File: config.mk
export PLATFORM = sky130hd
export DESIGN_NAME = dtsp_top
export DESIGN_NICKNAME = d
export VERILOG_FILES = /design/src/dtsp_pkg.sv /design/src/dtsp_timer.sv /design/src/dtsp_rx.sv /design/src/dtsp_top.sv
export SDC_FILE = /design/constraint.sdc
export NUM_CORES = 1
export LEC_CHECK = 0
export BUFFER_PORTS_ARGS = -buffer_cell sky130_fd_sc_hd__buf_2
export CORE_ASPECT_RATIO = 0.6
export CORE_MARGIN = 2
export CORE_UTILIZATION = 55
export DETAILED_ROUTE_END_ITERATION = 7
export GPL_TIMING_DRIVEN = 0
export HOLD_SLACK_MARGIN = 0.02
export PLACE_DENSITY = 0.73
export REMOVE_ABC_BUFFERS = 1
export SETUP_SLACK_MARGIN = 0.3
export SYNTH_ARGS = -nofsm -noshare
export SYNTH_HDL_FRONTEND = slang
export SYNTH_HIERARCHICAL = 1
export SYNTH_SLANG_ARGS = --single-unit
export TNS_END_PERCENT = 20
File: constraint.sdc
create_clock -name clk -period 3.7 [get_ports clk]
set_input_delay 0.555 -clock clk [delete_from_list [all_inputs] [get_ports clk]]
set_output_delay 0.555 -clock clk [all_outputs]
set_load 0.02 [all_outputs]
File: src/dtsp_pkg.sv
package dtsp_pkg;

	////////////////////////////////////////////////////////////////////////////////
	// Register addresses on the internal register port.
	localparam logic [7:0] ADDR_POWER_CTRL  = 8'h87;
	localparam logic [7:0] ADDR_TIMER_CTRL  = 8'h88;
	localparam logic [7:0] ADDR_TIMER_MODE  = 8'h89;
	localparam logic [7:0] ADDR_FIRST_LOW   = 8'h8a;
	localparam logic [7:0] ADDR_SECOND_LOW  = 8'h8b;
	localparam logic [7:0] ADDR_FIRST_HIGH  = 8'h8c;
	localparam logic [7:0] ADDR_SECOND_HIGH = 8'h8d;
	localparam logic [7:0] ADDR_SERIAL_CTRL = 8'h98;
	localparam logic [7:0] ADDR_SERIAL_BUF  = 8'h99;
	localparam logic [7:0] ADDR_PORT2_MODE  = 8'ha4;
	localparam logic [7:0] REG_RST          = 8'h00;

	// Bit positions inside the control registers.
	localparam int CTL_SECOND_OVF = 7;
	localparam int CTL_SECOND_RUN = 6;
	localparam int CTL_FIRST_OVF  = 5;
	localparam int CTL_FIRST_RUN  = 4;
	localparam int SC_MODE_HI     = 7;
	localparam int SC_MODE_LO     = 6;
	localparam int SC_MPQ         = 5;
	localparam int SC_RX_EN       = 4;
	localparam int SC_TX9         = 3;
	localparam int SC_RX9         = 2;
	localparam int SC_TX_DONE     = 1;
	localparam int SC_RX_DONE     = 0;
	localparam int PC_BAUD_DBL    = 7;
	localparam int PC_BIT7_SEL    = 6;
	localparam int PM_FIRST_TOG   = 0;
	localparam int PM_SECOND_TOG  = 1;

	// Operating modes of the timers and of the serial port.
	localparam logic [1:0] TM_13     = 2'h0;
	localparam logic [1:0] TM_16     = 2'h1;
	localparam logic [1:0] TM_RELOAD = 2'h2;
	localparam logic [1:0] TM_SPLIT  = 2'h3;
	localparam logic [1:0] SM_SHIFT  = 2'h0;
	localparam logic [1:0] SM_UART8  = 2'h1;
	localparam logic [1:0] SM_FIXED9 = 2'h2;
	localparam logic [1:0] SM_VAR9   = 2'h3;

	// Timing: a machine cycle is six clocks, a bit is sixteen sample ticks.
	localparam logic [2:0] MC_LAST        = 3'h5;
	localparam logic [2:0] SCLK_HIGH_FROM = 3'h3;
	localparam logic [3:0] BIT_MID        = 4'h7;
	localparam logic [3:0] BIT_LAST       = 4'hf;
	localparam logic [3:0] SHIFT_BITS     = 4'h8;
	localparam logic [3:0] FRAME_LEN_8    = 4'ha;
	localparam logic [3:0] FRAME_LEN_9    = 4'hb;
	localparam logic [7:0] BYTE_MAX       = 8'hff;
	localparam logic [4:0] LOW13_MAX      = 5'h1f;

	typedef struct packed {
		logic       gate;
		logic       ct;
		logic [1:0] mode;
	} dtsp_tmode_t;

	typedef enum logic [1:0] {RX_IDLE, RX_SHIFT, RX_ASYNC} dtsp_rx_st_t;

endpackage

File: src/dtsp_timer.sv
`timescale 1ns/100ps
module dtsp_timer (
	input  wire logic       clk,
	input  wire logic       sys_rst,
	input  wire logic [1:0] mode,
	input  wire logic       cnt_en,
	input  wire logic       hi_en,
	input  wire logic       wr_lo,
	input  wire logic       wr_hi,
	input  wire logic [7:0] wdata,
	output logic      [7:0] tl_q,
	output logic      [7:0] th_q,
	output logic            lo_ovf,
	output logic            hi_ovf
);

	////////////////////////////////////////////////////////////////////////////////
	// Rollover detection per mode, qualified by the count pulse.
	always_comb begin
		unique case (mode)
			dtsp_pkg::TM_13: lo_ovf = cnt_en && th_q == dtsp_pkg::BYTE_MAX
				&& tl_q[4:0] == dtsp_pkg::LOW13_MAX;
			dtsp_pkg::TM_16: lo_ovf = cnt_en && th_q == dtsp_pkg::BYTE_MAX
				&& tl_q == dtsp_pkg::BYTE_MAX;
			default: lo_ovf = cnt_en && tl_q == dtsp_pkg::BYTE_MAX;
		endcase
	end
	assign hi_ovf = hi_en && mode == dtsp_pkg::TM_SPLIT && th_q == dtsp_pkg::BYTE_MAX;

	// Low byte; a software write wins over a count in the same cycle.
	always_ff @(posedge clk) begin
		if (sys_rst) begin
			tl_q <= dtsp_pkg::REG_RST;
		end else if (wr_lo) begin
			tl_q <= wdata;
		end else if (cnt_en) begin
			unique case (mode)
				dtsp_pkg::TM_13: tl_q[4:0] <= tl_q[4:0] + 5'h01;
				dtsp_pkg::TM_RELOAD: tl_q <= (tl_q == dtsp_pkg::BYTE_MAX) ? th_q
					: tl_q + 8'h01;
				default: tl_q <= tl_q + 8'h01;
			endcase
		end
	end

	// High byte; in split mode it runs on its own enable.
	always_ff @(posedge clk) begin
		if (sys_rst) begin
			th_q <= dtsp_pkg::REG_RST;
		end else if (wr_hi) begin
			th_q <= wdata;
		end else if (mode == dtsp_pkg::TM_SPLIT) begin
			if (hi_en) begin
				th_q <= th_q + 8'h01;
			end
		end else if (cnt_en) begin
			if (mode == dtsp_pkg::TM_13 && tl_q[4:0] == dtsp_pkg::LOW13_MAX) begin
				th_q <= th_q + 8'h01;
			end else if (mode == dtsp_pkg::TM_16 && tl_q == dtsp_pkg::BYTE_MAX) begin
				th_q <= th_q + 8'h01;
			end
		end
	end

endmodule // dtsp_timer

File: src/dtsp_rx.sv
`timescale 1ns/100ps
module dtsp_rx (
	input  wire logic       clk,
	input  wire logic       sys_rst,
	input  wire logic [1:0] smode,
	input  wire logic       rx_en,
	input  wire logic       shift_go,
	input  wire logic       mc_tick,
	input  wire logic       tick16,
	input  wire logic       rxd_s,
	output logic            shift_busy,
	output logic            done_q,
	output logic      [8:0] sh_q,
	output logic            stop_q
);

	dtsp_pkg::dtsp_rx_st_t st_q;
	logic [3:0]            ph_q;
	logic [3:0]            bit_q;
	logic [3:0]            stop_idx;

	////////////////////////////////////////////////////////////////////////////////
	// Index of the stop bit within the frame, start bit being zero.
	assign stop_idx   = (smode == dtsp_pkg::SM_UART8) ? dtsp_pkg::FRAME_LEN_8 - 4'h1
		: dtsp_pkg::FRAME_LEN_9 - 4'h1;
	assign shift_busy = st_q == dtsp_pkg::RX_SHIFT;

	// Bits are sampled in the middle of their cell; a start bit that is high
	// again at mid-cell was a glitch and the receiver returns to idle.
	always_ff @(posedge clk) begin
		if (sys_rst) begin
			st_q   <= dtsp_pkg::RX_IDLE;
			ph_q   <= 4'h0;
			bit_q  <= 4'h0;
			done_q <= 1'b0;
			sh_q   <= 9'h000;
			stop_q <= 1'b1;
		end else begin
			done_q <= 1'b0;
			unique case (st_q)
				dtsp_pkg::RX_IDLE: begin
					ph_q  <= 4'h0;
					bit_q <= 4'h0;
					if (shift_go) begin
						st_q <= dtsp_pkg::RX_SHIFT;
					end else if (smode != dtsp_pkg::SM_SHIFT && rx_en && tick16 && !rxd_s) begin
						st_q <= dtsp_pkg::RX_ASYNC;
					end
				end
				dtsp_pkg::RX_SHIFT: if (mc_tick) begin
					sh_q[7:0] <= {rxd_s, sh_q[7:1]};
					bit_q     <= bit_q + 4'h1;
					if (bit_q == dtsp_pkg::SHIFT_BITS - 4'h1) begin
						done_q <= 1'b1;
						st_q   <= dtsp_pkg::RX_IDLE;
					end
				end
				dtsp_pkg::RX_ASYNC: if (tick16) begin
					ph_q <= ph_q + 4'h1;
					if (ph_q == dtsp_pkg::BIT_MID) begin
						bit_q <= bit_q + 4'h1;
						if (bit_q == 4'h0 && rxd_s) begin
							st_q <= dtsp_pkg::RX_IDLE;
						end else if (bit_q == stop_idx) begin
							stop_q <= rxd_s;
							done_q <= 1'b1;
							st_q   <= dtsp_pkg::RX_IDLE;
						end else if (bit_q != 4'h0) begin
							sh_q[bit_q - 4'h1] <= rxd_s;
						end
					end
				end
			endcase
		end
	end

endmodule // dtsp_rx

File: src/dtsp_top.sv
`timescale 1ns/100ps
// Function
// - 13-bit mode: high byte plus five low bits.
// - Rollover sets the timer overflow flag.
// - Count only if run and gate allows.
// - Setting run bit keeps counter bytes.
// - Gate bits: mode bit 7 and bit 3.
// - 16-bit mode uses all sixteen bits.
// - Auto-reload low byte from high byte.
// - Second timer in split mode halts.
// - Split: high byte counts cycles, second flag.
// - Toggle count pin on overflow, starts high.
// - Full duplex, overrun loses older byte.
// - Buffer write transmits, read returns receive.
// - Shift mode: data on rxd, clock txd.
// - Mode 1: ten bits, stop to ninth.
// - Modes 2/3: eleven bits with ninth bit.
// - Mode 2 rate: clock/32 or clock/16.
// - Mode 3 equals mode 2, timer rate.
// - Transmit on write; receive start conditions.
// - Mode select bits decode four modes.
// - Control bit 7: mode or framing error.
// - Missing stop sets sticky framing error.
// - Receive done cleared by software only.
// - Timer counts per six clocks, counter edges.
// - Mode register holds function and mode.
module dtsp_top (
	input  wire logic       clk,
	input  wire logic       sys_rst,
	input  wire logic [7:0] sfr_addr,
	input  wire logic [7:0] sfr_wdata,
	input  wire logic       sfr_wr,
	input  wire logic       sfr_rd,
	output logic      [7:0] sfr_rdata,
	input  wire logic [1:0] count_pin_in,
	output logic      [1:0] count_pin_out,
	output logic      [1:0] count_pin_oe,
	input  wire logic [1:0] gating_input_pin,
	input  wire logic       rxd_in,
	output logic            rxd_out,
	output logic            rxd_oe,
	output logic            txd
);

	dtsp_pkg::dtsp_tmode_t tmode_q [2];
	logic [4:0] meta_q, sync_q;
	logic [2:0] pre_q;
	logic       mc_tick, sclk, hi_ovf0, half_q, brg_src, tick16;
	logic [1:0] run_q, ovf_q, tog_en_q, tog_q, prev_q, cnt_en, set_ovf, lo_ovf;
	logic [7:0] tl0, th0, tl1, th1, rx_buf_q;
	logic       baud_dbl_q, bit7_sel_q, mode_hi_q, mode_lo_q, mpq_q, rx_en_q;
	logic       tx9_q, rx9_q, tx_done_q, rx_done_q, frame_err_q;
	logic [1:0] smode;
	logic       tx_busy_q, tx_step, tx_fin, rx_fin, rx_shift, rx_stop, shift_go;
	logic [10:0] tx_sh_q;
	logic [3:0] tx_bit_q, tx_ph_q, tx_len;
	logic [8:0] rx_sh;

	// A write strobe to one register address.
	function automatic logic wr_to(input logic [7:0] a);
		return sfr_wr && sfr_addr == a;
	endfunction

	////////////////////////////////////////////////////////////////////////////////
	// Pins from outside pass two flip-flops; only the second stage is read.
	always_ff @(posedge clk) begin
		if (sys_rst) begin
			meta_q <= 5'h1f;
			sync_q <= 5'h1f;
		end else begin
			meta_q <= {rxd_in, gating_input_pin, count_pin_in};
			sync_q <= meta_q;
		end
	end

	// Machine cycle prescaler: one tick every six clocks.
	always_ff @(posedge clk) begin
		if (sys_rst) begin
			pre_q <= 3'h0;
		end else begin
			pre_q <= mc_tick ? 3'h0 : pre_q + 3'h1;
		end
	end
	assign mc_tick = pre_q == dtsp_pkg::MC_LAST;
	assign sclk    = pre_q >= dtsp_pkg::SCLK_HIGH_FROM;

	////////////////////////////////////////////////////////////////////////////////
	// Count pins are sampled once per machine cycle for falling edges.
	always_ff @(posedge clk) begin
		if (sys_rst) begin
			prev_q <= 2'h3;
		end else if (mc_tick) begin
			prev_q <= sync_q[1:0];
		end
	end

	// Count pulse: run bit, gate qualifier, then timer or counter source.
	always_comb begin
		for (int i = 0; i < 2; i++) begin
			cnt_en[i] = run_q[i] && (!tmode_q[i].gate || sync_q[2 + i])
				&& (tmode_q[i].ct ? (mc_tick && prev_q[i] && !sync_q[i]) : mc_tick);
		end
		if (tmode_q[1].mode == dtsp_pkg::TM_SPLIT) begin
			cnt_en[1] = 1'b0;
		end
	end

	dtsp_timer u_tmr0 (
		.clk     (clk),
		.sys_rst (sys_rst),
		.mode    (tmode_q[0].mode),
		.cnt_en  (cnt_en[0]),
		.hi_en   (run_q[1] && mc_tick),
		.wr_lo   (wr_to(dtsp_pkg::ADDR_FIRST_LOW)),
		.wr_hi   (wr_to(dtsp_pkg::ADDR_FIRST_HIGH)),
		.wdata   (sfr_wdata),
		.tl_q    (tl0),
		.th_q    (th0),
		.lo_ovf  (lo_ovf[0]),
		.hi_ovf  (hi_ovf0)
	);

	dtsp_timer u_tmr1 (
		.clk     (clk),
		.sys_rst (sys_rst),
		.mode    (tmode_q[1].mode),
		.cnt_en  (cnt_en[1]),
		.hi_en   (1'b0),
		.wr_lo   (wr_to(dtsp_pkg::ADDR_SECOND_LOW)),
		.wr_hi   (wr_to(dtsp_pkg::ADDR_SECOND_HIGH)),
		.wdata   (sfr_wdata),
		.tl_q    (tl1),
		.th_q    (th1),
		.lo_ovf  (lo_ovf[1]),
		.hi_ovf  ()
	);

	// In split mode the first high byte takes over the second flag.
	assign set_ovf[0] = lo_ovf[0];
	assign set_ovf[1] = (tmode_q[0].mode == dtsp_pkg::TM_SPLIT) ? hi_ovf0 : lo_ovf[1];

	////////////////////////////////////////////////////////////////////////////////
	// Timer mode, run bits and configuration; run writes never touch counts.
	always_ff @(posedge clk) begin
		if (sys_rst) begin
			tmode_q[0] <= '0;
			tmode_q[1] <= '0;
			run_q      <= 2'h0;
			tog_en_q   <= 2'h0;
			baud_dbl_q <= 1'b0;
			bit7_sel_q <= 1'b0;
		end else begin
			if (wr_to(dtsp_pkg::ADDR_TIMER_MODE)) begin
				tmode_q[1] <= sfr_wdata[7:4];
				tmode_q[0] <= sfr_wdata[3:0];
			end
			if (wr_to(dtsp_pkg::ADDR_TIMER_CTRL)) begin
				run_q <= {sfr_wdata[dtsp_pkg::CTL_SECOND_RUN], sfr_wdata[dtsp_pkg::CTL_FIRST_RUN]};
			end
			if (wr_to(dtsp_pkg::ADDR_PORT2_MODE)) begin
				tog_en_q <= {sfr_wdata[dtsp_pkg::PM_SECOND_TOG], sfr_wdata[dtsp_pkg::PM_FIRST_TOG]};
			end
			if (wr_to(dtsp_pkg::ADDR_POWER_CTRL)) begin
				baud_dbl_q <= sfr_wdata[dtsp_pkg::PC_BAUD_DBL];
				bit7_sel_q <= sfr_wdata[dtsp_pkg::PC_BIT7_SEL];
			end
		end
	end

	// Overflow flags: a hardware set wins over a software clear.
	always_ff @(posedge clk) begin
		if (sys_rst) begin
			ovf_q <= 2'h0;
		end else begin
			if (set_ovf[0]) begin
				ovf_q[0] <= 1'b1;
			end else if (wr_to(dtsp_pkg::ADDR_TIMER_CTRL)) begin
				ovf_q[0] <= sfr_wdata[dtsp_pkg::CTL_FIRST_OVF];
			end
			if (set_ovf[1]) begin
				ovf_q[1] <= 1'b1;
			end else if (wr_to(dtsp_pkg::ADDR_TIMER_CTRL)) begin
				ovf_q[1] <= sfr_wdata[dtsp_pkg::CTL_SECOND_OVF];
			end
		end
	end

	// Toggle outputs sit high while disabled, so they start high when enabled.
	always_ff @(posedge clk) begin
		if (sys_rst) begin
			tog_q <= 2'h3;
		end else begin
			for (int i = 0; i < 2; i++) begin
				if (!tog_en_q[i]) begin
					tog_q[i] <= 1'b1;
				end else if (set_ovf[i]) begin
					tog_q[i] <= !tog_q[i];
				end
			end
		end
	end
	assign count_pin_out = tog_q;
	assign count_pin_oe  = tog_en_q;

	////////////////////////////////////////////////////////////////////////////////
	// Sixteen-times bit tick: fixed clock in mode 2, second timer otherwise.
	// Without the doubler every second source pulse is dropped.
	assign smode   = {mode_hi_q, mode_lo_q};
	assign brg_src = (smode == dtsp_pkg::SM_FIXED9) ? 1'b1 : lo_ovf[1];
	assign tick16  = brg_src && (baud_dbl_q || half_q);
	always_ff @(posedge clk) begin
		if (sys_rst) begin
			half_q <= 1'b0;
		end else if (brg_src) begin
			half_q <= !half_q;
		end
	end

	// Transmitter: a buffer write loads the frame; a new write restarts it.
	assign tx_len  = (smode == dtsp_pkg::SM_SHIFT) ? dtsp_pkg::SHIFT_BITS
		: (smode == dtsp_pkg::SM_UART8) ? dtsp_pkg::FRAME_LEN_8 : dtsp_pkg::FRAME_LEN_9;
	assign tx_step = (smode == dtsp_pkg::SM_SHIFT) ? mc_tick
		: (tick16 && tx_ph_q == dtsp_pkg::BIT_LAST);
	assign tx_fin  = tx_busy_q && tx_step && tx_bit_q == tx_len - 4'h1;
	always_ff @(posedge clk) begin
		if (sys_rst) begin
			tx_busy_q <= 1'b0;
			tx_sh_q   <= 11'h7ff;
			tx_bit_q  <= 4'h0;
			tx_ph_q   <= 4'h0;
		end else if (wr_to(dtsp_pkg::ADDR_SERIAL_BUF)) begin
			tx_busy_q <= 1'b1;
			tx_bit_q  <= 4'h0;
			tx_ph_q   <= 4'h0;
			if (smode == dtsp_pkg::SM_SHIFT) begin
				tx_sh_q <= {3'h7, sfr_wdata};
			end else begin
				tx_sh_q <= {1'b1, (smode == dtsp_pkg::SM_UART8) ? 1'b1 : tx9_q,
					sfr_wdata, 1'b0};
			end
		end else if (tx_busy_q) begin
			if (tick16) begin
				tx_ph_q <= tx_ph_q + 4'h1;
			end
			if (tx_step) begin
				tx_sh_q  <= {1'b1, tx_sh_q[10:1]};
				tx_bit_q <= tx_bit_q + 4'h1;
			end
			if (tx_fin) begin
				tx_busy_q <= 1'b0;
			end
		end
	end

	// Pin drivers: shift mode puts data on rxd and the shift clock on txd.
	always_ff @(posedge clk) begin
		if (sys_rst) begin
			txd     <= 1'b1;
			rxd_out <= 1'b1;
			rxd_oe  <= 1'b0;
		end else begin
			if (smode == dtsp_pkg::SM_SHIFT) begin
				txd <= (tx_busy_q || rx_shift) ? sclk : 1'b1;
			end else begin
				txd <= tx_busy_q ? tx_sh_q[0] : 1'b1;
			end
			rxd_out <= tx_sh_q[0];
			rxd_oe  <= tx_busy_q && smode == dtsp_pkg::SM_SHIFT;
		end
	end

	////////////////////////////////////////////////////////////////////////////////
	// Receiver runs independently of the transmitter.
	assign shift_go = smode == dtsp_pkg::SM_SHIFT && rx_en_q && !rx_done_q
		&& !rx_fin && !rx_shift;

	dtsp_rx u_rx (
		.clk        (clk),
		.sys_rst    (sys_rst),
		.smode      (smode),
		.rx_en      (rx_en_q),
		.shift_go   (shift_go),
		.mc_tick    (mc_tick),
		.tick16     (tick16),
		.rxd_s      (sync_q[4]),
		.shift_busy (rx_shift),
		.done_q     (rx_fin),
		.sh_q       (rx_sh),
		.stop_q     (rx_stop)
	);

	// Completed bytes always overwrite the receive buffer, even if unread.
	always_ff @(posedge clk) begin
		if (sys_rst) begin
			rx_buf_q <= dtsp_pkg::REG_RST;
		end else if (rx_fin) begin
			rx_buf_q <= rx_sh[7:0];
		end
	end

	// Serial control and status; hardware sets beat software clears.
	always_ff @(posedge clk) begin
		if (sys_rst) begin
			{mode_hi_q, mode_lo_q, mpq_q, rx_en_q, tx9_q} <= 5'h00;
			{rx9_q, tx_done_q, rx_done_q, frame_err_q}     <= 4'h0;
		end else begin
			if (wr_to(dtsp_pkg::ADDR_SERIAL_CTRL)) begin
				mode_lo_q <= sfr_wdata[dtsp_pkg::SC_MODE_LO];
				mpq_q     <= sfr_wdata[dtsp_pkg::SC_MPQ];
				rx_en_q   <= sfr_wdata[dtsp_pkg::SC_RX_EN];
				tx9_q     <= sfr_wdata[dtsp_pkg::SC_TX9];
				if (!bit7_sel_q) begin
					mode_hi_q <= sfr_wdata[dtsp_pkg::SC_MODE_HI];
				end
			end
			if (tx_fin) begin
				tx_done_q <= 1'b1;
			end else if (wr_to(dtsp_pkg::ADDR_SERIAL_CTRL)) begin
				tx_done_q <= sfr_wdata[dtsp_pkg::SC_TX_DONE];
			end
			if (rx_fin) begin
				rx_done_q <= 1'b1;
			end else if (wr_to(dtsp_pkg::ADDR_SERIAL_CTRL)) begin
				rx_done_q <= sfr_wdata[dtsp_pkg::SC_RX_DONE];
			end
			if (rx_fin && smode != dtsp_pkg::SM_SHIFT) begin
				rx9_q <= (smode == dtsp_pkg::SM_UART8) ? rx_stop : rx_sh[8];
			end else if (wr_to(dtsp_pkg::ADDR_SERIAL_CTRL)) begin
				rx9_q <= sfr_wdata[dtsp_pkg::SC_RX9];
			end
			if (rx_fin && smode != dtsp_pkg::SM_SHIFT && !rx_stop) begin
				frame_err_q <= 1'b1;
			end else if (wr_to(dtsp_pkg::ADDR_SERIAL_CTRL) && bit7_sel_q) begin
				frame_err_q <= sfr_wdata[dtsp_pkg::SC_MODE_HI];
			end
		end
	end

	// Read data is registered; unmapped addresses read as zero.
	always_ff @(posedge clk) begin
		if (sys_rst) begin
			sfr_rdata <= dtsp_pkg::REG_RST;
		end else if (sfr_rd) begin
			case (sfr_addr)
				dtsp_pkg::ADDR_TIMER_CTRL:  sfr_rdata <= {ovf_q[1], run_q[1], ovf_q[0], run_q[0], 4'h0};
				dtsp_pkg::ADDR_TIMER_MODE:  sfr_rdata <= {tmode_q[1], tmode_q[0]};
				dtsp_pkg::ADDR_FIRST_LOW:   sfr_rdata <= tl0;
				dtsp_pkg::ADDR_SECOND_LOW:  sfr_rdata <= tl1;
				dtsp_pkg::ADDR_FIRST_HIGH:  sfr_rdata <= th0;
				dtsp_pkg::ADDR_SECOND_HIGH: sfr_rdata <= th1;
				dtsp_pkg::ADDR_SERIAL_CTRL: sfr_rdata <= {bit7_sel_q ? frame_err_q : mode_hi_q,
					mode_lo_q, mpq_q, rx_en_q, tx9_q, rx9_q, tx_done_q, rx_done_q};
				dtsp_pkg::ADDR_SERIAL_BUF:  sfr_rdata <= rx_buf_q;
				dtsp_pkg::ADDR_POWER_CTRL:  sfr_rdata <= {baud_dbl_q, bit7_sel_q, 6'h00};
				dtsp_pkg::ADDR_PORT2_MODE:  sfr_rdata <= {6'h00, tog_en_q};
				default:                    sfr_rdata <= dtsp_pkg::REG_RST;
			endcase
		end
	end
endmodule // dtsp_top

Word-level counts from Yosys, hierarchy flattened --
Memories as Yosys holds them, arrays and structs flattened. Index checks and enable logic that the tools add are counted.
Cells by class: muxes and demuxes 97, equal/unequal tests 45, reductions and logical operators 107, add/subtract/negate cells 13, magnitude comparators 3, bitwise gates (word level) 7
Operators by type and width (count):
- two-way mux 8 bit | 23
- equality test 8 bit (second input constant) | 14
- case mux 8 bit (10 select lines) | 1
- logical AND 1 bit | 50
- two-way mux 1 bit | 40
- two-way mux 11 bit | 3
- adder 8 x 1 -> 8 bit (second input constant) | 4
- nonzero test 2 bit | 14
- two-way mux 4 bit | 6
- two-way mux 2 bit | 10
- case mux 5 bit (2 select lines) | 2
- adder 4 x 1 -> 4 bit (second input constant) | 4
- case mux 8 bit (2 select lines) | 1
- AND reduction 2 bit | 7
- equality test 2 bit (second input constant) | 6
- zero test 1 bit | 12
- inequality test 2 x 1 -> 1 bit (second input constant) | 6
- case mux 3 bit (2 select lines) | 2
- case mux 4 bit (3 select lines) | 1
- AND reduction 6 bit | 2
- adder 5 x 1 -> 5 bit (second input constant) | 2
- equality test 5 bit (second input constant) | 2
- two-way mux 10 bit | 1
- bitwise mux 9 bit | 1
- other kinds (28) | 58
Word-level totals: memories kept 1, input bits 25, RAM bits 8, logic and storage cells 317, register bits 127, output and inout port bits 15
Memories:
- tmode_q | words 2, width 4, read ports 2, clocked after memory_dff 0, write ports 2, line dtsp_top.sv:45 | dtsp_pkg::dtsp_tmode_t tmode_q [2];

Logic depth before layout (Yosys ltp) --
Gate-level depths: netlist (run 1).
depth after elaboration 18, gate-level depth with buffers 15, mapped depth without buffers 13

Cells and area by module --
Netlist (run 1), hierarchy kept.
Modules (own cells, without submodules):
- dtsp_top | cells an instance 455, instances 1, seq. area each 1701.6 µm², area an instance 4152.7 µm²
- dtsp_timer | cells an instance 152, instances 2, seq. area each 320.3 µm², area an instance 1275.0 µm²
- dtsp_rx | cells an instance 180, instances 1, seq. area each 420.4 µm², area an instance 1525.2 µm²

Worst setup path after synthesis (run 1) --
OpenSTA, ideal clock, no wires.
kind reg2reg, from register u_tmr1.tl_q[0], to register u_rx.st_q[1], data required time 3.629 ns, path buffers 1, setup slack 0.776 ns, clock period less this slack 2.924 ns, arrival time 2.854 ns, library setup time 0.071 ns, cell stages (with the launch flop) 14, cell sequence dfxtp_1 -> ha_1 -> and3_1 -> ha_1 -> nand4bb_1 -> o22ai_1 -> o22ai_2 -> inv_1 -> buf_4 -> nand4b_1 -> a21oi_4 -> nand3_1 -> or4_1 -> a21oi_1
Between the ends: longest elaborated chain between the ends 9, elaborated cells on any way between the ends 13, those cells by class 4 x eq/ne; 2 x mux; 7 x reduce/logical
RTL lines:
- from (decl) | line dtsp_timer.sv:11 | output logic [7:0] tl_q,
- from (signal assigned) | line dtsp_timer.sv:33 | tl_q <= dtsp_pkg::REG_RST;
- from (signal assigned) | line dtsp_timer.sv:35 | tl_q <= wdata;
- from (signal assigned) | line dtsp_timer.sv:38 | dtsp_pkg::TM_13: tl_q[4:0] <= tl_q[4:0] + 5'h01;
- equality test 8 bit / equality test 5 bit (equally long branches) | line dtsp_timer.sv:24, dtsp_timer.sv:25, dtsp_timer.sv:22
- logical AND 1 bit (on tied branches) | line dtsp_timer.sv:25, dtsp_timer.sv:22, dtsp_timer.sv:24
- case mux 1 bit (2 select lines) (*) | line dtsp_timer.sv:20 | unique case (mode)
- named net lo_ovf[1] | line dtsp_top.sv:49 | logic [1:0] run_q, ovf_q, tog_en_q, tog_q, prev_q, cnt_en, set_ovf, lo_ovf;
- two-way mux 1 bit (*) | line dtsp_top.sv:209 | assign brg_src = (smode == dtsp_pkg::SM_FIXED9) ? 1'b1 : lo_ovf[1];
- logical AND 1 bit (*) | line dtsp_top.sv:210 | assign tick16 = brg_src && (baud_dbl_q || half_q);
- named net tick16 | line dtsp_top.sv:48 | logic mc_tick, sclk, hi_ovf0, half_q, brg_src, tick16;
- logical AND 1 bit (2 in a row) | line dtsp_rx.sv:46 | end else if (smode != dtsp_pkg::SM_SHIFT && rx_en && tick16 && !rxd_s) begin
- inequality test 3 x 2 -> 1 bit (no line)
- AND reduction 6 bit (no line) (*)
- to (signal assigned) | line dtsp_rx.sv:45 | st_q <= dtsp_pkg::RX_SHIFT;
- to (signal assigned) | line dtsp_rx.sv:47 | st_q <= dtsp_pkg::RX_ASYNC;
- to (signal assigned) | line dtsp_rx.sv:55 | st_q <= dtsp_pkg::RX_IDLE;
- to (decl) | line dtsp_rx.sv:17 | dtsp_pkg::dtsp_rx_st_t st_q;
The timed path passes the listed nets; every way through them passes the cells marked *. A chain may end at the register's enable or synchronous reset.

Worst setup path in the final report (run 1) --
from register pre_q[0], to register u_rx.sh_q[1]
Between the ends: longest elaborated chain between the ends 13, elaborated cells on any way between the ends 16, those cells by class 3 x eq/ne; 4 x mux; 9 x reduce/logical
RTL lines:
- from (decl) | line dtsp_top.sv:47 | logic [2:0] pre_q;
- from (signal assigned) | line dtsp_top.sv:81 | pre_q <= mc_tick ? 3'h0 : pre_q + 3'h1;
- equality test 3 bit (*) | line dtsp_top.sv:84 | assign mc_tick = pre_q == dtsp_pkg::MC_LAST;
- logical AND 1 bit (2 in a row) | line dtsp_top.sv:101 | && (tmode_q[i].ct ? (mc_tick && prev_q[i] && !sync_q[i]) : mc_tick);
- two-way mux 1 bit (*) | line dtsp_top.sv:101
- logical AND 1 bit (*) | line dtsp_top.sv:101
- two-way mux 1 bit (*) | line dtsp_top.sv:103 | if (tmode_q[1].mode == dtsp_pkg::TM_SPLIT) begin
- named net cnt_en[1] | line dtsp_top.sv:49
- logical AND 1 bit | line dtsp_timer.sv:21, dtsp_timer.sv:23
- logical AND 1 bit (on tied branches) | line dtsp_timer.sv:24, dtsp_timer.sv:22
- case mux 1 bit (2 select lines) (*) | line dtsp_timer.sv:20
- named net lo_ovf[1] | line dtsp_top.sv:49
- two-way mux 1 bit (*) | line dtsp_top.sv:209
- logical AND 1 bit (*) | line dtsp_top.sv:210
- named net tick16 | line dtsp_top.sv:48
- inequality test 2 bit (no line) (*)
- AND reduction 7 bit (no line) (*)
- to (signal assigned) | line dtsp_rx.sv:51 | sh_q[7:0] <= {rxd_s, sh_q[7:1]};
- to (signal, indexed assignment) | line dtsp_rx.sv:69 | sh_q[bit_q - 4'h1] <= rxd_s;
- to (decl) | line dtsp_rx.sv:13 | output logic [8:0] sh_q,
Marks and branches as above.

==> results.json, run 1 <==
{
  "routed_via_density": 6.64,
  "power_density_nw_per_um2": 372,
  "hold_path_class": "input pin to register",
  "clockBufferDepth": 2,
  "area_growth_syn_to_layout_pct": 10.7,
  "switching_share": 0.275,
  "die_y_um": 98.7,
  "synth_area_um2": 8220,
  "cp_data_arrival_time_ns": 3.53,
  "cp-end-kind": "register",
  "p_switching_mw": 0.932,
  "drt_wl_total_um": 24400,
  "fp.dieW_um": 162,
  "ir_drop_v": 0.000270,
  "final_cell_mix": "dfxtp_1, nand2_1, nor2_1, a21oi_1, nand3_1",
  "wire_per_inst_um": 21.0,
  "tightest_slew_ns": 1.11,
  "rows": 34,
  "critPathKind": "register to register",
  "first_pass_iters": 5,
  "finalSetupTns_ns": 0,
  "finalCritPeriodShare": 0.872,
  "rsz0062_at_grt": "false",
  "initial_core_util": 0.565,
  "yosys_warnings": 6,
  "coreArea_um2": 14500,
  "synthCells": 938,
  "via_count": 7699,
  "power_leakage_nw": 3.42,
  "htree_levels": 4,
  "dp_slack_ns": -0.410,
  "drv_cap": 0,
  "hold_viol_final": 0,
  "clock_latency_ns": 0.43,
  "ioPinCount": 40,
  "cts_tree": "yes",
  "cp.required_ns": 4.00,
  "slew_violations": 0,
  "dp_hpwl_um": 16800,
  "setup_viol": 0,
  "p_int_mw": 2.46,
  "clkTransAtPathRegs_ns": 0.07,
  "die_area_um2": 16000,
  "grt_first_pass_wirelength_um": 38600,
  "drive_above_1_share": 0.164,
  "grt-ovfl-total": 0,
  "drtAntennaViolNets": 0,
  "antenna_found_initial": 0,
  "cts-root-buf": "clkbuf_16",
  "p_seq_frac": 0.444,
  "slew_headroom": 0.260,
  "drtIter0Drc": 1014,
  "routabilityCongestion": 0.933,
  "pwr-share-comb": 0.066,
  "finClkSkew_ns": 0.0120,
  "start_kind": "register",
  "diodes": 0,
  "postCtsHoldBufs": 0,
  "cts_buffers": 17,
  "avgSynthCellArea_um2": 8.77,
  "fin_nets": 995,
  "grt_pass1_vias": 6936,
  "grt_max_degree": 77,
  "worstPathMaxFanout": 12,
  "clkPwrFrac": 0.490,
  "worst_slack_ns": 0.472,
  "portBuffers": 39,
  "whs_ns": 0.309,
  "clock.fmax_mhz": 310,
  "status": "completed",
  "cts.sink_count": 134,
  "grt_usage": 0.308,
  "min_period_ns": 3.23,
  "final_common_cell": "dfxtp_1",
  "remaining_drc_errors": 0
}
==> critical path, cell delays in order, from the launching register on <==
cell and delay [ns]:
dfxtp_1 0.39, ha_1 0.18, and3_2 0.27, and3_4 0.23
nand4bb_2 0.19, o22ai_4 0.29, o22ai_2 0.18, inv_4 0.16
and4b_1 0.23, nand2_1 0.15, a211oi_4 0.25, a311oi_2 0.19
o32a_1 0.37
==> power groups by stage <==
stage | registers [mW] | logic [mW] | clock network, mW
2_1_floorplan | 1.52 | 0.112 | 0
3_3_place_gp | 1.53 | 0.205 | 0
3_5_place_dp | 1.53 | 0.210 | 0
4_1_cts | 1.50 | 0.212 | 1.66
5_1_grt | 1.51 | 0.241 | 1.73
6_report | 1.50 | 0.222 | 1.66
==> per-layer routing <==
| layer | routed length (µm) | GRT usage |
|---|---|---|
| met1 | 11600 | 0.476 |
| met2 | 9730 | 0.416 |
| met3 | 2770 | 0.0863 |
| met4 | 277 | 0.0742 |
| met5 | 0 | 0 |
==> flip-flops by register name, summed over array words and instances, names as in the netlist, 3 cells and up <==
name         count
sfr_rdata        8
tmode_q          8
u_tmr1/tl_q      8
u_rx/ph_q        4
rx_buf_q         8
tx_ph_q          4
tx_bit_q         4
u_tmr1/th_q      8
u_tmr0/th_q      8
u_tmr0/tl_q      8
pre_q            3
sync_q           5
u_rx/sh_q        9
u_rx/bit_q       4
meta_q           5
tx_sh_q         10
==> metrics by stage <==
| step | instances | power, mW | utilization | instance area (µm²) |
|---|---|---|---|---|
| 2_1_floorplan | 881 | 1.63 | - | 7940 |
| 3_3_place_gp | 1118 | 1.74 | 0.576 | 8380 |
| 3_5_place_dp | 1120 | 1.74 | 0.579 | 8430 |
| 4_1_cts | 1153 | 3.38 | 0.621 | 9030 |
| 5_1_grt | 1160 | 3.48 | 0.626 | 9110 |
| 6_report | 1160 | 3.39 | 0.626 | 9110 |
==> path summary, 6_finish.rpt <==
check / startpoint / end / slack [ns] / depth (start not counted)
min: gating_input_pin[0] / meta_q[2]$_SDFF_PP1_ / 0.31 / 2
max reg2reg: pre_q[0]$_SDFF_PP0_ / u_rx/sh_q[1]$_SDFFE_PP0P_ / 0.47 / 12
max: pre_q[0]$_SDFF_PP0_ / u_rx/sh_q[1]$_SDFFE_PP0P_ / 0.47 / 12
min reg2reg: meta_q[0]$_SDFF_PP1_ / sync_q[0]$_SDFF_PP1_ / 0.41 / 1
==> cell type report <==
class / count / area (µm²)
Clock buffer: 18 / 439
Clock inverter: 14 / 133
Fill cell: 1269 / 5440
Inverter: 43 / 164
Multi-Input combinational cell: 704 / 5060
Sequential cell: 134 / 2770
Tap cell: 198 / 248
Timing Repair Buffer: 49 / 294
==> what timing repair did <==
item / in CTS / in global routing
endpoints found under the setup margin: 34 / 12
pin swaps: 3 / 3
resized for setup: 7 / 6
setup buffers: 1 / 5
No activity file was read; power rests on OpenSTA's default activity.
==> inputs of run 2 (changes only) <==
CORE_ASPECT_RATIO = 1.5   (was 0.6)
CTS_BUF_LIST = sky130_fd_sc_hd__clkbuf_4   (was unset)
==> results.json, run 2 (synthesized netlist as in run 1, its figures left out) <==
{
  "critPathKind": "register to register",
  "power_density_nw_per_um2": 313,
  "initial_core_util": 0.564,
  "cp.required_ns": 4.17,
  "cts_buffers": 17,
  "grt-ovfl-total": 0,
  "drtIter0Drc": 529,
  "drive_above_1_share": 0.159,
  "area_growth_syn_to_layout_pct": 7.04,
  "critPathSlowestCell": "dfxtp_1",
  "antenna_found_initial": 1,
  "drt_wl_total_um": 23000,
  "die_y_um": 154,
  "reg2reg_slack_ns": 0.43,
  "dp_hpwl_um": 16000,
  "clockBufferDepth": 2,
  "postCtsHoldBufs": 0,
  "regToRegEndpoint": "u_rx/sh_q[3]$_SDFFE_PP0P_",
  "first_pass_iters": 5,
  "cts.sink_count": 134,
  "finalSetupTns_ns": 0,
  "final_common_cell": "dfxtp_1",
  "worstPathMaxFanout": 12,
  "grt_max_degree": 64,
  "reg2reg_depth": 12,
  "start_kind": "register",
  "grt_first_pass_wirelength_um": 36700,
  "drv_cap": 0,
  "portBuffers": 39,
  "fin_nets": 994,
  "status": "completed",
  "slew_headroom": 0.138,
  "hold_viol_final": 0,
  "clock_latency_ns": 0.58,
  "min_period_ns": 3.27,
  "grt_usage": 0.289,
  "final_cell_mix": "dfxtp_1, nand2_1, nor2_1, a21oi_1, nand3_1",
  "hold_path_class": "input pin to register",
  "fin_cells": 1158,
  "clkTransAtPathRegs_ns": 0.12,
  "grt_pass1_vias": 7010,
  "rsz0062_at_grt": "true",
  "remaining_drc_errors": 0,
  "wire_per_inst_um": 19.9,
  "placed_cell_area_um2": 8430,
  "ir_drop_v": 0.000203,
  "max_stage_delay_ns": 0.40,
  "r2r-start": "pre_q[0]$_SDFF_PP0_",
  "via_count": 7496,
  "coreArea_um2": 14600,
  "die_area_um2": 16000,
  "routed_via_density": 6.47,
  "cp-end-kind": "register",
  "drtAntennaViolNets": 0,
  "largest_register_ffs": 10,
  "stdcell_area_um2": 8800,
  "tightest_slew_ns": 1.28,
  "min_path_cells": 2,
  "place_inst": 1118,
  "power_leakage_nw": 3.29,
  "cts_tree": "yes",
  "htree_levels": 4,
  "reg.largest.list": "tx_sh_q (10), u_rx/sh_q (9)",
  "fp.dieW_um": 104,
  "finClkSkew_ns": 0.0199,
  "cp_data_arrival_time_ns": 3.73,
  "finalCoreUtilization": 0.603,
  "setup_viol": 0,
  "min_from": "count_pin_in[1]",
  "cts-root-buf": "clkbuf_4",
  "rows": 54,
  "top_register": "tx_sh_q",
  "slew_violations": 0,
  "path_cells": "ha_1 > and3_1 > and3_4 > nand4bb_2 > o22ai_4 > o22ai_2 > inv_4 > and4b_1 > and4bb_1 > a21boi_2 > o22ai_1 > mux2_1",
  "whs_ns": 0.151,
  "finalCritPeriodShare": 0.883,
  "min_to": "meta_q[1]$_SDFF_PP1_",
  "routabilityCongestion": 0.932,
  "clock.fmax_mhz": 306,
  "ioPinCount": 40
}
==> run 2: cell count changes in the layout (fill, tap and decap cells not counted), sizes merged <==
cell | before | now
buf | 49 | 48
bufinv | 0 | 3
clkbuf | 18 | 17
clkinv | 3 | 10
clkinvlp | 2 | 3
diode | 0 | 1
inv | 52 | 42
==> run 2: area by class of cell <==
cell class,instances,area [µm²]
Fill cell,1357,5790
Multi-Input combinational cell,704,5050
Sequential cell,134,2770
Timing Repair Buffer,48,287
Tap cell,196,245
Inverter,43,164
Clock inverter,15,163
Clock buffer,17,128
Antenna cell,1,2.50
==> run 2: metrics by stage <==
| stage | setup slack (ns) | power (mW) |
|---|---|---|
| 2_1_floorplan | 0.416 | 1.63 |
| 3_3_place_gp | -0.720 | 1.74 |
| 3_5_place_dp | -0.242 | 1.75 |
| 4_1_cts | 0.309 | 2.77 |
| 5_1_grt | 0.289 | 2.86 |
| 6_report | 0.433 | 2.76 |
==> run 2: worst max-delay path by stage <==
stage / start / to / slack, ns / cells after the start
2_1_floorplan: sfr_addr[2] / u_tmr0/tl_q[7]$_SDFFE_PP0P_ / 0.42 / 8
3_3_place_gp: sfr_addr[3] / u_tmr0/tl_q[2]$_SDFFE_PP0P_ / -0.72 / 8
3_5_place_dp: pre_q[0]$_SDFF_PP0_ / u_rx/st_q[1]$_SDFFE_PP0P_ / -0.24 / 12
4_1_cts: pre_q[0]$_SDFF_PP0_ / u_rx/st_q[1]$_SDFFE_PP0P_ / 0.31 / 12
5_1_grt: pre_q[0]$_SDFF_PP0_ / u_rx/sh_q[2]$_SDFFE_PP0P_ / 0.29 / 12
6_report: pre_q[0]$_SDFF_PP0_ / u_rx/sh_q[3]$_SDFFE_PP0P_ / 0.43 / 12
==> run 2: critical path: cells and delay by family (launching register included) <==
| kind | cells | cell delay (ns) |
|---|---|---|
| muxes | 1 | 0.33 |
| DFF | 1 | 0.40 |
| adders and majority gates | 1 | 0.18 |
| and+or+nand+nor | 5 | 1.19 |
| buffers and inverters | 1 | 0.15 |
| AOI/OAI and AO/OA | 4 | 0.92 |
==> run 2: per-layer routing <==
layer | global-route usage | share of wire
met5 | 0 | 0
met1 | 0.336 | 0.40
met4 | 0.154 | 0.050
met3 | 0.0551 | 0.058
met2 | 0.501 | 0.49
==> run 2: where the power goes <==
part           leakage, nW  internal [mW]  switching (mW)
clock                0.152          0.458           0.578
combinational         2.04         0.0709           0.148
sequential            1.10           1.48          0.0270
==> run 2: timing repair <==
action                                  4_1_cts  5_1_grt
pin swaps                                     0        3
endpoints found under the setup margin       23       16
gates resized for setup                       5        6
setup buffers                                 0        6
endpoints found under the hold margin         0        0
